**config.mk**
```make
export PLATFORM = sky130hd
export DESIGN_NAME = numeric_oscillator
export DESIGN_NICKNAME = d
export VERILOG_FILES = /design/src/nco_pkg.sv /design/src/nco_edge_sync.sv /design/src/numeric_oscillator.sv
export SDC_FILE = /design/constraint.sdc
export NUM_CORES = 1
export LEC_CHECK = 0
export ABC_CLOCK_PERIOD_IN_PS = 9500
export BUFFER_PORTS_ARGS = -buffer_cell sky130_fd_sc_hd__buf_2
export CAP_MARGIN = 0
export CORE_ASPECT_RATIO = 2
export CORE_MARGIN = 3
export CORE_UTILIZATION = 61
export CTS_CLUSTER_SIZE = 20
export DETAILED_ROUTE_END_ITERATION = 10
export GPL_TIMING_DRIVEN = 0
export PLACE_DENSITY = 0.86
export SLEW_MARGIN = 0
export SYNTH_ARGS = -nofsm -noshare
export SYNTH_HDL_FRONTEND = slang
export SYNTH_SLANG_ARGS = --single-unit
```
**constraint.sdc**
```tcl
create_clock -name clk_sys -period 9.5 [get_ports clk_sys]
set_input_delay 1.9 -clock clk_sys [delete_from_list [all_inputs] [get_ports clk_sys]]
set_output_delay 1.9 -clock clk_sys [all_outputs]
set_load 0.005 [all_outputs]
```
**src/nco_pkg.sv**
```systemverilog
// Register map, field positions, types and timing for the numeric oscillator.
// Assumes a 32-bit AXI4-Lite bus with byte addresses, one register a word.
`default_nettype none

package nco_pkg;

   // ----------------------------------------------------------------
   // Widths
   // ----------------------------------------------------------------
   localparam int ADDR_W = 8;
   localparam int DATA_W = 32;
   localparam int BYTE_W = 8;
   localparam int ACC_W  = 20;
   localparam int INC_W  = 16;
   localparam int ACCU_W = 4;
   localparam int PWS_W  = 3;
   localparam int PCNT_W = 8;

   // ----------------------------------------------------------------
   // Register byte offsets
   // ----------------------------------------------------------------
   localparam logic [ADDR_W-1:0] OFS_CONTROL   = 8'h00;
   localparam logic [ADDR_W-1:0] OFS_CLOCK_SEL = 8'h04;
   localparam logic [ADDR_W-1:0] OFS_ACC_LOW   = 8'h08;
   localparam logic [ADDR_W-1:0] OFS_ACC_HIGH  = 8'h0C;
   localparam logic [ADDR_W-1:0] OFS_ACC_UPPER = 8'h10;
   localparam logic [ADDR_W-1:0] OFS_INC_LOW   = 8'h14;
   localparam logic [ADDR_W-1:0] OFS_INC_HIGH  = 8'h18;
   localparam logic [ADDR_W-1:0] OFS_IRQ       = 8'h1C;

   // ----------------------------------------------------------------
   // Field positions and reset values
   // ----------------------------------------------------------------
   localparam int CON_ON_BIT   = 7;
   localparam int CON_OE_BIT   = 6;
   localparam int CON_OUT_BIT  = 5;
   localparam int CON_POL_BIT  = 4;
   localparam int CON_PFM_BIT  = 0;
   localparam int CLK_PWS_LSB  = 5;
   localparam int CLK_CKS_LSB  = 0;
   localparam int IRQ_FLAG_BIT = 0;
   localparam int IRQ_EN_BIT   = 1;
   localparam logic [BYTE_W-1:0] REG_RESET = 8'h00;

   // Input clock edges between a low-byte write and the buffer load.
   localparam logic [1:0] INC_LOAD_EDGES = 2'h2;

   localparam logic [1:0] RESP_OKAY   = 2'h0;
   localparam logic [1:0] RESP_SLVERR = 2'h2;

   // ----------------------------------------------------------------
   // Types
   // ----------------------------------------------------------------
   typedef enum logic [1:0] {
      CK_FAST_OSC,
      CK_SYSTEM,
      CK_LOGIC_CELL,
      CK_EXT_PIN
   } clk_src_t;

   typedef struct packed {
      logic moduleOn;
      logic pinDriveEnable;
      logic outputInvert;
      logic pulseModeSelect;
   } control_t;

   typedef struct packed {
      logic [PWS_W-1:0] pulseWidthSelect;
      clk_src_t         inputClockSelect;
   } clock_cfg_t;

endpackage : nco_pkg

`default_nettype wire

```
**src/nco_edge_sync.sv**
```systemverilog
// Two-flop synchroniser with rising-edge detection, one lane per input.
// Assumes inputs are asynchronous to clk_sys and slower than half its rate.
`timescale 1ns/1ns
`default_nettype none

module nco_edge_sync #(
   parameter int WIDTH = 3
) (
   input  wire logic             clk_sys,
   input  wire logic             rst,
   input  wire logic [WIDTH-1:0] asyncIn,
   output logic      [WIDTH-1:0] rise
);

   logic [WIDTH-1:0] meta_q;
   logic [WIDTH-1:0] stable_q;
   logic [WIDTH-1:0] prev_q;

   // Only the second flop and the delayed copy feed the edge detector.
   always_ff @(posedge clk_sys or posedge rst) begin
      if (rst) begin
         meta_q   <= '0;
         stable_q <= '0;
         prev_q   <= '0;
      end else begin
         meta_q   <= asyncIn;
         stable_q <= meta_q;
         prev_q   <= stable_q;
      end
   end

   assign rise = stable_q & ~prev_q;

endmodule : nco_edge_sync

`default_nettype wire

```
**src/numeric_oscillator.sv**
```systemverilog
// Numerically controlled oscillator with an AXI4-Lite register slave.
// Assumes fast osc, logic cell and pin sources are slower than half of clk_sys (system clock steps every cycle); they are
// sampled as ordinary inputs and their rising edges advance the adder.
//
// Contract
// - A 20-bit accumulator is read and written as three byte registers.
// - Each selected input clock rising edge adds the buffered increment.
// - The adder carry out is the raw overflow event.
// - The 16-bit increment comes from low and high byte registers.
// - Enabled: increment buffer loads on second input edge after low write.
// - Disabled: increment buffer loads right after any increment write.
// - Increment is double buffered; the buffer is hidden from software.
// - Toggle mode flips the output on every overflow.
// - Control bit 0 selects pulse mode when one, toggle mode when zero.
// - Pulse mode drives output active at overflow for the chosen width.
// - Width code n gives two to the n input clock periods.
// - Width applies in pulse mode only; software keeps it short.
// - Clock select: fast osc, system clock, logic cell, external pin.
// - Control bit 4 inverts the output as the last stage.
// - A polarity change with interrupts enabled raises the flag.
// - Read-only control bit 5 shows the current output level.
// - Control bit 6 enables the pin drive.
// - Control bit 7 enables stepping, the interrupt request and the fast oscillator hold.
// - Each overflow sets a sticky flag that software clears.
// - Interrupt request needs module, local, peripheral and global enables.
// - Reset clears every register to zero.
// - Module runs in sleep; keeps fast oscillator on when it uses it.
// - Upper accumulator register holds bits 19 to 16, upper bits zero.
//
// The AXI4-Lite slave port and the register addresses were decided locally.
`timescale 1ns/1ns
`default_nettype none

module numeric_oscillator (
   input  wire logic                         clk_sys,
   input  wire logic                         rst,
   // AXI4-Lite slave
   input  wire logic [nco_pkg::ADDR_W-1:0]   awaddr,
   input  wire logic                         awvalid,
   output logic                              awready,
   input  wire logic [nco_pkg::DATA_W-1:0]   wdata,
   input  wire logic [nco_pkg::DATA_W/8-1:0] wstrb,
   input  wire logic                         wvalid,
   output logic                              wready,
   output logic [1:0]                        bresp,
   output logic                              bvalid,
   input  wire logic                         bready,
   input  wire logic [nco_pkg::ADDR_W-1:0]   araddr,
   input  wire logic                         arvalid,
   output logic                              arready,
   output logic [nco_pkg::DATA_W-1:0]        rdata,
   output logic [1:0]                        rresp,
   output logic                              rvalid,
   input  wire logic                         rready,
   // Clock sources and system enables
   input  wire logic                         internalFastOsc,
   input  wire logic                         logicCell1Output,
   input  wire logic                         externalClockPin,
   input  wire logic                         peripheralIrqEnable,
   input  wire logic                         globalIrqEnable,
   // Consumers
   output logic                              oscOutput,
   output logic                              pinOut,
   output logic                              pinOutEnable,
   output logic                              irqRequest,
   output logic                              keepFastOscOn
);

   import nco_pkg::*;

   // ----------------------------------------------------------------
   // State
   // ----------------------------------------------------------------
   control_t          ctrl_q;
   clock_cfg_t        clkCfg_q;
   logic [ACC_W-1:0]  accumulatorValue_q;
   logic [INC_W-1:0]  incrementValue_q;
   logic [INC_W-1:0]  incBuf_q;
   logic [1:0]        loadWait_q;
   logic              loadNow_q;
   logic              toggleOut_q;
   logic              pulseActive_q;
   logic [PCNT_W-1:0] pulseCnt_q;
   logic              overflowIrqFlag_q;
   logic              overflowIrqEnable_q;
   logic              outputLevel_q;

   logic [ADDR_W-1:0] awAddr_q;
   logic              awHeld_q;
   logic [BYTE_W-1:0] wByte_q;
   logic              wLane_q;
   logic              wHeld_q;

   // ----------------------------------------------------------------
   // Input clock selection
   // ----------------------------------------------------------------
   logic [2:0] srcRise;
   logic       selEdge;
   logic       step;

   nco_edge_sync #(
      .WIDTH (3)
   ) u_sync (
      .clk_sys (clk_sys),
      .rst     (rst),
      .asyncIn ({externalClockPin, logicCell1Output, internalFastOsc}),
      .rise    (srcRise)
   );

   always_comb begin
      unique case (clkCfg_q.inputClockSelect)
         CK_FAST_OSC:   selEdge = srcRise[0];
         CK_SYSTEM:     selEdge = 1'b1;
         CK_LOGIC_CELL: selEdge = srcRise[1];
         CK_EXT_PIN:    selEdge = srcRise[2];
      endcase
   end

   assign step = selEdge & ctrl_q.moduleOn;

   // ----------------------------------------------------------------
   // Adder
   // ----------------------------------------------------------------
   logic [ACC_W:0] sum;
   logic           accumulatorCarry;

   assign sum = {1'b0, accumulatorValue_q} + (ACC_W+1)'(incBuf_q);
   assign accumulatorCarry = step & sum[ACC_W];

   // ----------------------------------------------------------------
   // Register write decode
   // ----------------------------------------------------------------
   logic              doWrite;
   logic              wrMapped;
   logic              wrOk;
   logic [BYTE_W-1:0] wb;

   assign doWrite  = awHeld_q & wHeld_q & ~bvalid;
   assign wrMapped = (awAddr_q[1:0] == 2'h0) && (awAddr_q <= OFS_IRQ);
   assign wrOk     = doWrite & wrMapped & wLane_q;
   assign wb       = wByte_q;

   function automatic logic hit(input logic [ADDR_W-1:0] ofs);
      hit = wrOk && (awAddr_q == ofs);
   endfunction : hit

   logic wrCon;
   logic wrClk;
   logic wrIncL;
   logic wrIncH;
   logic polChange;

   assign wrCon  = hit(OFS_CONTROL);
   assign wrClk  = hit(OFS_CLOCK_SEL);
   assign wrIncL = hit(OFS_INC_LOW);
   assign wrIncH = hit(OFS_INC_HIGH);
   assign polChange = wrCon && (wb[CON_POL_BIT] != ctrl_q.outputInvert);

   // ----------------------------------------------------------------
   // Configuration registers
   // ----------------------------------------------------------------
   always_ff @(posedge clk_sys or posedge rst) begin
      if (rst) begin
         ctrl_q   <= '0;
         clkCfg_q <= '0;
      end else begin
         if (wrCon) begin
            ctrl_q.moduleOn        <= wb[CON_ON_BIT];
            ctrl_q.pinDriveEnable  <= wb[CON_OE_BIT];
            ctrl_q.outputInvert    <= wb[CON_POL_BIT];
            ctrl_q.pulseModeSelect <= wb[CON_PFM_BIT];
         end
         if (wrClk) begin
            clkCfg_q.pulseWidthSelect <=
               wb[CLK_PWS_LSB +: PWS_W];
            clkCfg_q.inputClockSelect <=
               clk_src_t'(wb[CLK_CKS_LSB +: 2]);
         end
      end
   end

   // ----------------------------------------------------------------
   // Accumulator
   // ----------------------------------------------------------------
   // A software write wins over an addition in the same cycle; the
   // byte written is what software sees next, with no half-sum mixed in.
   always_ff @(posedge clk_sys or posedge rst) begin
      if (rst) begin
         accumulatorValue_q <= '0;
      end else if (hit(OFS_ACC_LOW)) begin
         accumulatorValue_q[7:0] <= wb;
      end else if (hit(OFS_ACC_HIGH)) begin
         accumulatorValue_q[15:8] <= wb;
      end else if (hit(OFS_ACC_UPPER)) begin
         accumulatorValue_q[ACC_W-1:INC_W] <= wb[ACCU_W-1:0];
      end else if (step) begin
         accumulatorValue_q <= sum[ACC_W-1:0];
      end
   end

   // ----------------------------------------------------------------
   // Increment registers and hidden buffer
   // ----------------------------------------------------------------
   always_ff @(posedge clk_sys or posedge rst) begin
      if (rst) begin
         incrementValue_q <= '0;
      end else begin
         if (wrIncL) begin
            incrementValue_q[7:0] <= wb;
         end
         if (wrIncH) begin
            incrementValue_q[15:8] <= wb;
         end
      end
   end

   // The buffer copies the whole increment at once, so the adder never
   // sees a half-written value while the module runs.
   always_ff @(posedge clk_sys or posedge rst) begin
      if (rst) begin
         incBuf_q   <= '0;
         loadWait_q <= '0;
         loadNow_q  <= 1'b0;
      end else begin
         loadNow_q <= (wrIncL | wrIncH) & ~ctrl_q.moduleOn;
         if (wrIncL && ctrl_q.moduleOn) begin
            loadWait_q <= INC_LOAD_EDGES;
         end else if (step && loadWait_q != 2'h0) begin
            loadWait_q <= loadWait_q - 2'h1;
         end
         if (loadNow_q) begin
            incBuf_q <= incrementValue_q;
         end else if (step && loadWait_q == 2'h1) begin
            incBuf_q <= incrementValue_q;
         end
      end
   end

   // ----------------------------------------------------------------
   // Output shaping
   // ----------------------------------------------------------------
   logic [PCNT_W-1:0] widthLast;
   logic              rawOut;
   logic              levelNext;

   assign widthLast = PCNT_W'((9'h001 << clkCfg_q.pulseWidthSelect)
                              - 9'h001);

   always_ff @(posedge clk_sys or posedge rst) begin
      if (rst) begin
         toggleOut_q <= 1'b0;
      end else if (accumulatorCarry) begin
         toggleOut_q <= ~toggleOut_q;
      end
   end

   // An overflow during an active pulse restarts it; software keeps the
   // width below the overflow period, otherwise the pulse never ends and the output stays active.
   always_ff @(posedge clk_sys or posedge rst) begin
      if (rst) begin
         pulseActive_q <= 1'b0;
         pulseCnt_q    <= '0;
      end else if (accumulatorCarry) begin
         pulseActive_q <= 1'b1;
         pulseCnt_q    <= widthLast;
      end else if (step && pulseActive_q) begin
         if (pulseCnt_q == '0) begin
            pulseActive_q <= 1'b0;
         end else begin
            pulseCnt_q <= pulseCnt_q - PCNT_W'(1);
         end
      end
   end

   assign rawOut = ctrl_q.pulseModeSelect ? pulseActive_q
                                          : toggleOut_q;
   assign levelNext = rawOut ^ ctrl_q.outputInvert;

   always_ff @(posedge clk_sys or posedge rst) begin
      if (rst) begin
         outputLevel_q <= 1'b0;
         oscOutput     <= 1'b0;
         pinOut        <= 1'b0;
         pinOutEnable  <= 1'b0;
         keepFastOscOn <= 1'b0;
      end else begin
         outputLevel_q <= levelNext;
         oscOutput     <= levelNext;
         pinOut        <= levelNext;
         pinOutEnable  <= ctrl_q.pinDriveEnable;
         keepFastOscOn <= ctrl_q.moduleOn &&
            (clkCfg_q.inputClockSelect == CK_FAST_OSC);
      end
   end

   // ----------------------------------------------------------------
   // Interrupt flag and request
   // ----------------------------------------------------------------
   logic flagSet;

   assign flagSet = accumulatorCarry
                  | (polChange & overflowIrqEnable_q);

   always_ff @(posedge clk_sys or posedge rst) begin
      if (rst) begin
         overflowIrqFlag_q   <= 1'b0;
         overflowIrqEnable_q <= 1'b0;
      end else begin
         if (flagSet) begin
            overflowIrqFlag_q <= 1'b1;
         end else if (hit(OFS_IRQ)) begin
            overflowIrqFlag_q <= wb[IRQ_FLAG_BIT];
         end
         if (hit(OFS_IRQ)) begin
            overflowIrqEnable_q <= wb[IRQ_EN_BIT];
         end
      end
   end

   always_ff @(posedge clk_sys or posedge rst) begin
      if (rst) begin
         irqRequest <= 1'b0;
      end else begin
         irqRequest <= overflowIrqFlag_q & ctrl_q.moduleOn
                     & overflowIrqEnable_q & peripheralIrqEnable
                     & globalIrqEnable;
      end
   end

   // ----------------------------------------------------------------
   // AXI4-Lite write channels
   // ----------------------------------------------------------------
   always_ff @(posedge clk_sys or posedge rst) begin
      if (rst) begin
         awAddr_q <= '0;
         awHeld_q <= 1'b0;
         awready  <= 1'b1;
         wByte_q  <= '0;
         wLane_q  <= 1'b0;
         wHeld_q  <= 1'b0;
         wready   <= 1'b1;
         bvalid   <= 1'b0;
         bresp    <= RESP_OKAY;
      end else begin
         if (awvalid && awready) begin
            awAddr_q <= awaddr;
            awHeld_q <= 1'b1;
            awready  <= 1'b0;
         end
         if (wvalid && wready) begin
            wByte_q <= wdata[BYTE_W-1:0];
            wLane_q <= wstrb[0];
            wHeld_q <= 1'b1;
            wready  <= 1'b0;
         end
         if (doWrite) begin
            awHeld_q <= 1'b0;
            wHeld_q  <= 1'b0;
            bvalid   <= 1'b1;
            bresp    <= wrMapped ? RESP_OKAY : RESP_SLVERR;
         end
         if (bvalid && bready) begin
            bvalid  <= 1'b0;
            awready <= 1'b1;
            wready  <= 1'b1;
         end
      end
   end

   // ----------------------------------------------------------------
   // AXI4-Lite read channels
   // ----------------------------------------------------------------
   logic              rdMapped;
   logic [BYTE_W-1:0] rdByte;

   assign rdMapped = (araddr[1:0] == 2'h0) && (araddr <= OFS_IRQ);

   always_comb begin
      rdByte = REG_RESET;
      unique case (araddr)
         OFS_CONTROL: begin
            rdByte[CON_ON_BIT]  = ctrl_q.moduleOn;
            rdByte[CON_OE_BIT]  = ctrl_q.pinDriveEnable;
            rdByte[CON_OUT_BIT] = outputLevel_q;
            rdByte[CON_POL_BIT] = ctrl_q.outputInvert;
            rdByte[CON_PFM_BIT] = ctrl_q.pulseModeSelect;
         end
         OFS_CLOCK_SEL: begin
            rdByte[CLK_PWS_LSB +: PWS_W] = clkCfg_q.pulseWidthSelect;
            rdByte[CLK_CKS_LSB +: 2]     = clkCfg_q.inputClockSelect;
         end
         OFS_ACC_LOW:   rdByte = accumulatorValue_q[7:0];
         OFS_ACC_HIGH:  rdByte = accumulatorValue_q[15:8];
         OFS_ACC_UPPER: begin
            rdByte[ACCU_W-1:0] =
               accumulatorValue_q[ACC_W-1:INC_W];
         end
         OFS_INC_LOW:   rdByte = incrementValue_q[7:0];
         OFS_INC_HIGH:  rdByte = incrementValue_q[15:8];
         OFS_IRQ: begin
            rdByte[IRQ_FLAG_BIT] = overflowIrqFlag_q;
            rdByte[IRQ_EN_BIT]   = overflowIrqEnable_q;
         end
         default:       rdByte = REG_RESET;
      endcase
   end

   always_ff @(posedge clk_sys or posedge rst) begin
      if (rst) begin
         arready <= 1'b1;
         rvalid  <= 1'b0;
         rdata   <= '0;
         rresp   <= RESP_OKAY;
      end else if (arvalid && arready) begin
         arready <= 1'b0;
         rvalid  <= 1'b1;
         rdata   <= DATA_W'(rdByte);
         rresp   <= rdMapped ? RESP_OKAY : RESP_SLVERR;
      end else if (rvalid && rready) begin
         rvalid  <= 1'b0;
         arready <= 1'b1;
      end
   end

endmodule : numeric_oscillator

`default_nettype wire

```
==> flow_summary.yaml <==
run_status:
  status: "finished clean"
pwr:
  power_mw: 1.51
  ir_worst_vdd_mv: 0.188
  p_leak_nw: 3.74
  p_per_area_mw_per_mm2: 197
route:
  wl_per_cell_um: 21.0
  vias_per_cell: 6.15
  num_vias: 5273
  wl_um: 18000
  drtAntennaViolNets: 0
  drt_iter0_drc: 394
  dr.pass1.iters: 9
  drc: 0
timing:
  grt_setup_unrepaired: "no"
  fmax_mhz: 257
  min_period_over_period: 0.410
  worstMarginPinSlew_ns: 1.05
  setup_tns_ns: 0
  finalHoldViolCount: 0
  worst_hold_slack_ns: 0.353
  relSlewSlack: 0.297
  slew_viol_final: 0
  setup_viol: 0
  fin_skew_ns: 0.00692
  period_needed_ns: 3.90
cells_and_area:
  multi_input_area_mm2: 0.00322
  nFillCells: 772
  finalInstanceArea_mm2: 0.00770
  postLayoutCoreUtil: 0.735
  area_growth_syn_to_layout_pct: 17.5
  register_area_mm2: 0.00308
  final_nets: 792
  antenna_cells: 0
  layout-drive-gt1-share: 0.257
placement:
  dpl.hpwl_um: 13200
  place.gp.congestion: 1.02
  portBuffers: 55
  placed_cell_area_mm2: 0.00713
logic_synthesis:
  yosys.cell_types.count: 67
  seq_area_frac_synth: 0.470
  ys_warn_count: 0
  ys_ff_latch: 123
  syn_area_per_cell_um2: 10.8
  synth.largest_area_cell: "dfrtp_1"
  yosys-top-cells-area: "dfrtp_1 (46%), mux2_2 (8.6%), ha_1 (3.6%), buf_4 (3.2%), a21oi_1 (2.8%)"
  synthArstFlopShare: 1.00
  syn_area_mm2: 0.00656
  synth_top_area_frac: 0.458
  synth_ff_type: "dfrtp_1"
  syn_inst: 608
  synth-edff-count: 0
floorplanning:
  die_h_um: 153
  rows: 53
  start_util: 0.626
  core_mm2: 0.0105
  die_area_mm2: 0.0121
  io_pins: 110
  die_w_um: 79.3
worst_hold_path:
  hold_path.class: "reg -> reg"
  holdPathEnd: "u_sync.stable_q[1]"
  whs_path_depth: 0
  hp-start: "u_sync.meta_q[1]"
setup_path:
  critPathTopFamily: "compound AO/OA/AOI/OAI gates"
  crit_chain: "ha_1 > fa_1 > a211oi_1 > o211ai_1 > a31o_2 > nand2_1 > mux2i_1 > ha_1 > buf_1 > nor4b_1 > nand2_1 > xor2_1 > mux2i_1"
  cp.arrival_ns: 4.24
  crit_required_ns: 9.84
  r2r-end: "pulseCnt_q[6]"
  reg2reg_from: "accumulatorValue_q[0]"
  crit_path_max_fanout: 9
  crit_start: "accumulatorValue_q[0]"
  crit_type: "reg -> reg"
  r2r_cells: 13
  crit_path_max_incr_delay_ns: 0.45
  cpMaxStageDelayCell: "fa_1"
  startpoint_type: "flip-flop"
  cp_num_buf_inv: 1
  cp-end-kind: "flip-flop"
  rrSetupSlack_ns: 5.60
clocking:
  post-cts-setup-buffers: 0
  cts_resized: 0
  root_buffer: "clkbuf_16"
  h-tree-depth: 4
  clock-sinks: 123
  cts_tree: "built"
  clockBufferDepth: 2
  cts_made_buffers: 17
  clk_pin_slew_ns: 0.06
  ctsHoldBuffers: 0
  clk_latency_ns: 0.42
global_route:
  grt_pass1_vias: 5235
  grt_overflow: 0
  grt_pass1_wl_um: 28000
  antenna_found_initial: 0
  grtUsageTotal: 0.310
  grt_max_degree: 98
flow_run:
  maxCapViolations: 0
==> synth_stat cells (5+ instances only) <==
master / number
clkbuf_1: 13
or3_1: 6
mux2i_1: 16
dfrtp_1: 120
a21oi_1: 37
a21o_1: 8
ha_1: 19
inv_1: 14
o22ai_1: 11
a221o_1: 6
nand2b_1: 5
mux2_1: 13
nor3_1: 12
a211oi_1: 6
o21a_1: 5
nand2_1: 43
nand3_1: 10
a22oi_1: 9
xor2_1: 15
o21ai_1: 10
nor2b_1: 6
nor2_1: 38
xnor2_1: 8
buf_2: 5
nor4_1: 5
o21ai_0: 16
mux2_2: 50
buf_4: 28
==> per-layer routing <==
layer,up-vias,track usage,wire [um]
met5,-,0,0
met4,0,0.264,1710
met3,99,0.0604,888
met2,201,0.541,9710
met1,2580,0.300,5710
li1,2393,-,-
==> area by class of cell <==
class / instances / share of cell area
well taps: 137 / 0.0223
repair buffers: 56 / 0.0393
multi-input cells: 446 / 0.417
flip-flops and latches: 123 / 0.400
clock inverters: 14 / 0.0177
plain buffers: 50 / 0.0388
inverters: 14 / 0.00747
clock buffers: 18 / 0.0570
==> worst max path at each step <==
| stage | slack, ns | cells after the start | endpoint |
|---|---|---|---|
| 5_1_grt | 5.38 | 13 | pulseCnt_q[6] |
| 3_3_place_gp | 3.19 | 2 | rvalid |
| 4_1_cts | 5.62 | 13 | pulseCnt_q[6] |
| 3_5_place_dp | 5.65 | 13 | pulseCnt_q[4] |
| 2_1_floorplan | 4.33 | 1 | accumulatorValue_q[0] |
| 6_report | 5.60 | 13 | pulseCnt_q[6] |
==> cell families after synthesis <==
kind of cell,count (synthesis),synth area share
AO/OA/AOI/OAI,142,0.145
XOR/XNOR,23,0.0307
adder cells (fa/ha/maj),20,0.0393
buffers and inverters,64,0.0536
flip-flops,123,0.470
multiplexers,81,0.140
other,1,0.000572
AND/OR/NAND/NOR,154,0.121
==> state kept, by name, indices dropped and copies added, names as in the netlist, 4 cells and up <==
signal / flops
accumulatorValue_q: 20
incBuf_q: 16
incrementValue_q: 16
awAddr_q: 8
pulseCnt_q: 8
rdata: 8
wByte_q: 8
clkCfg_q: 5
ctrl_q: 4
==> cell usage in the layout, fill, tap and decap left out, types with 6 or more instances in the layout <==
cell       count
buf_2         60
a21o_1         8
mux2_2        50
nor3_1        12
xnor2_1        8
nand3_1       10
o22ai_1       11
clkbuf_16     17
conb_1        26
nor2b_1        6
a22oi_1        9
o21ai_0       16
a211oi_1       6
ha_1          19
nor2_1        38
clkbuf_1      13
o21ai_1       10
a221o_1        6
a21oi_1       37
or3_1          6
buf_4         28
dfrtp_1      120
mux2i_1       16
mux2_1        13
inv_1         13
xor2_1        15
nand2_1       43
==> metrics by stage <==
stage / cells / setup slack, ns
2_1_floorplan: 633 / 4.33
3_3_place_gp: 825 / 3.19
3_5_place_dp: 826 / 5.65
4_1_cts: 858 / 5.62
5_1_grt: 858 / 5.38
6_report: 858 / 5.60
==> power by group <==
| part | total (mW) | switching (mW) | internal, mW | leakage, nW |
|---|---|---|---|---|
| Combinational | 0.212 | 0.120 | 0.0926 | 1.82 |
| Sequential | 0.674 | 0.0888 | 0.585 | 1.64 |
| Clock | 0.628 | 0.257 | 0.371 | 0.280 |
| Total | 1.51 | 0.465 | 1.05 | 3.74 |
Note: power is estimated with default switching activity, not from simulation.
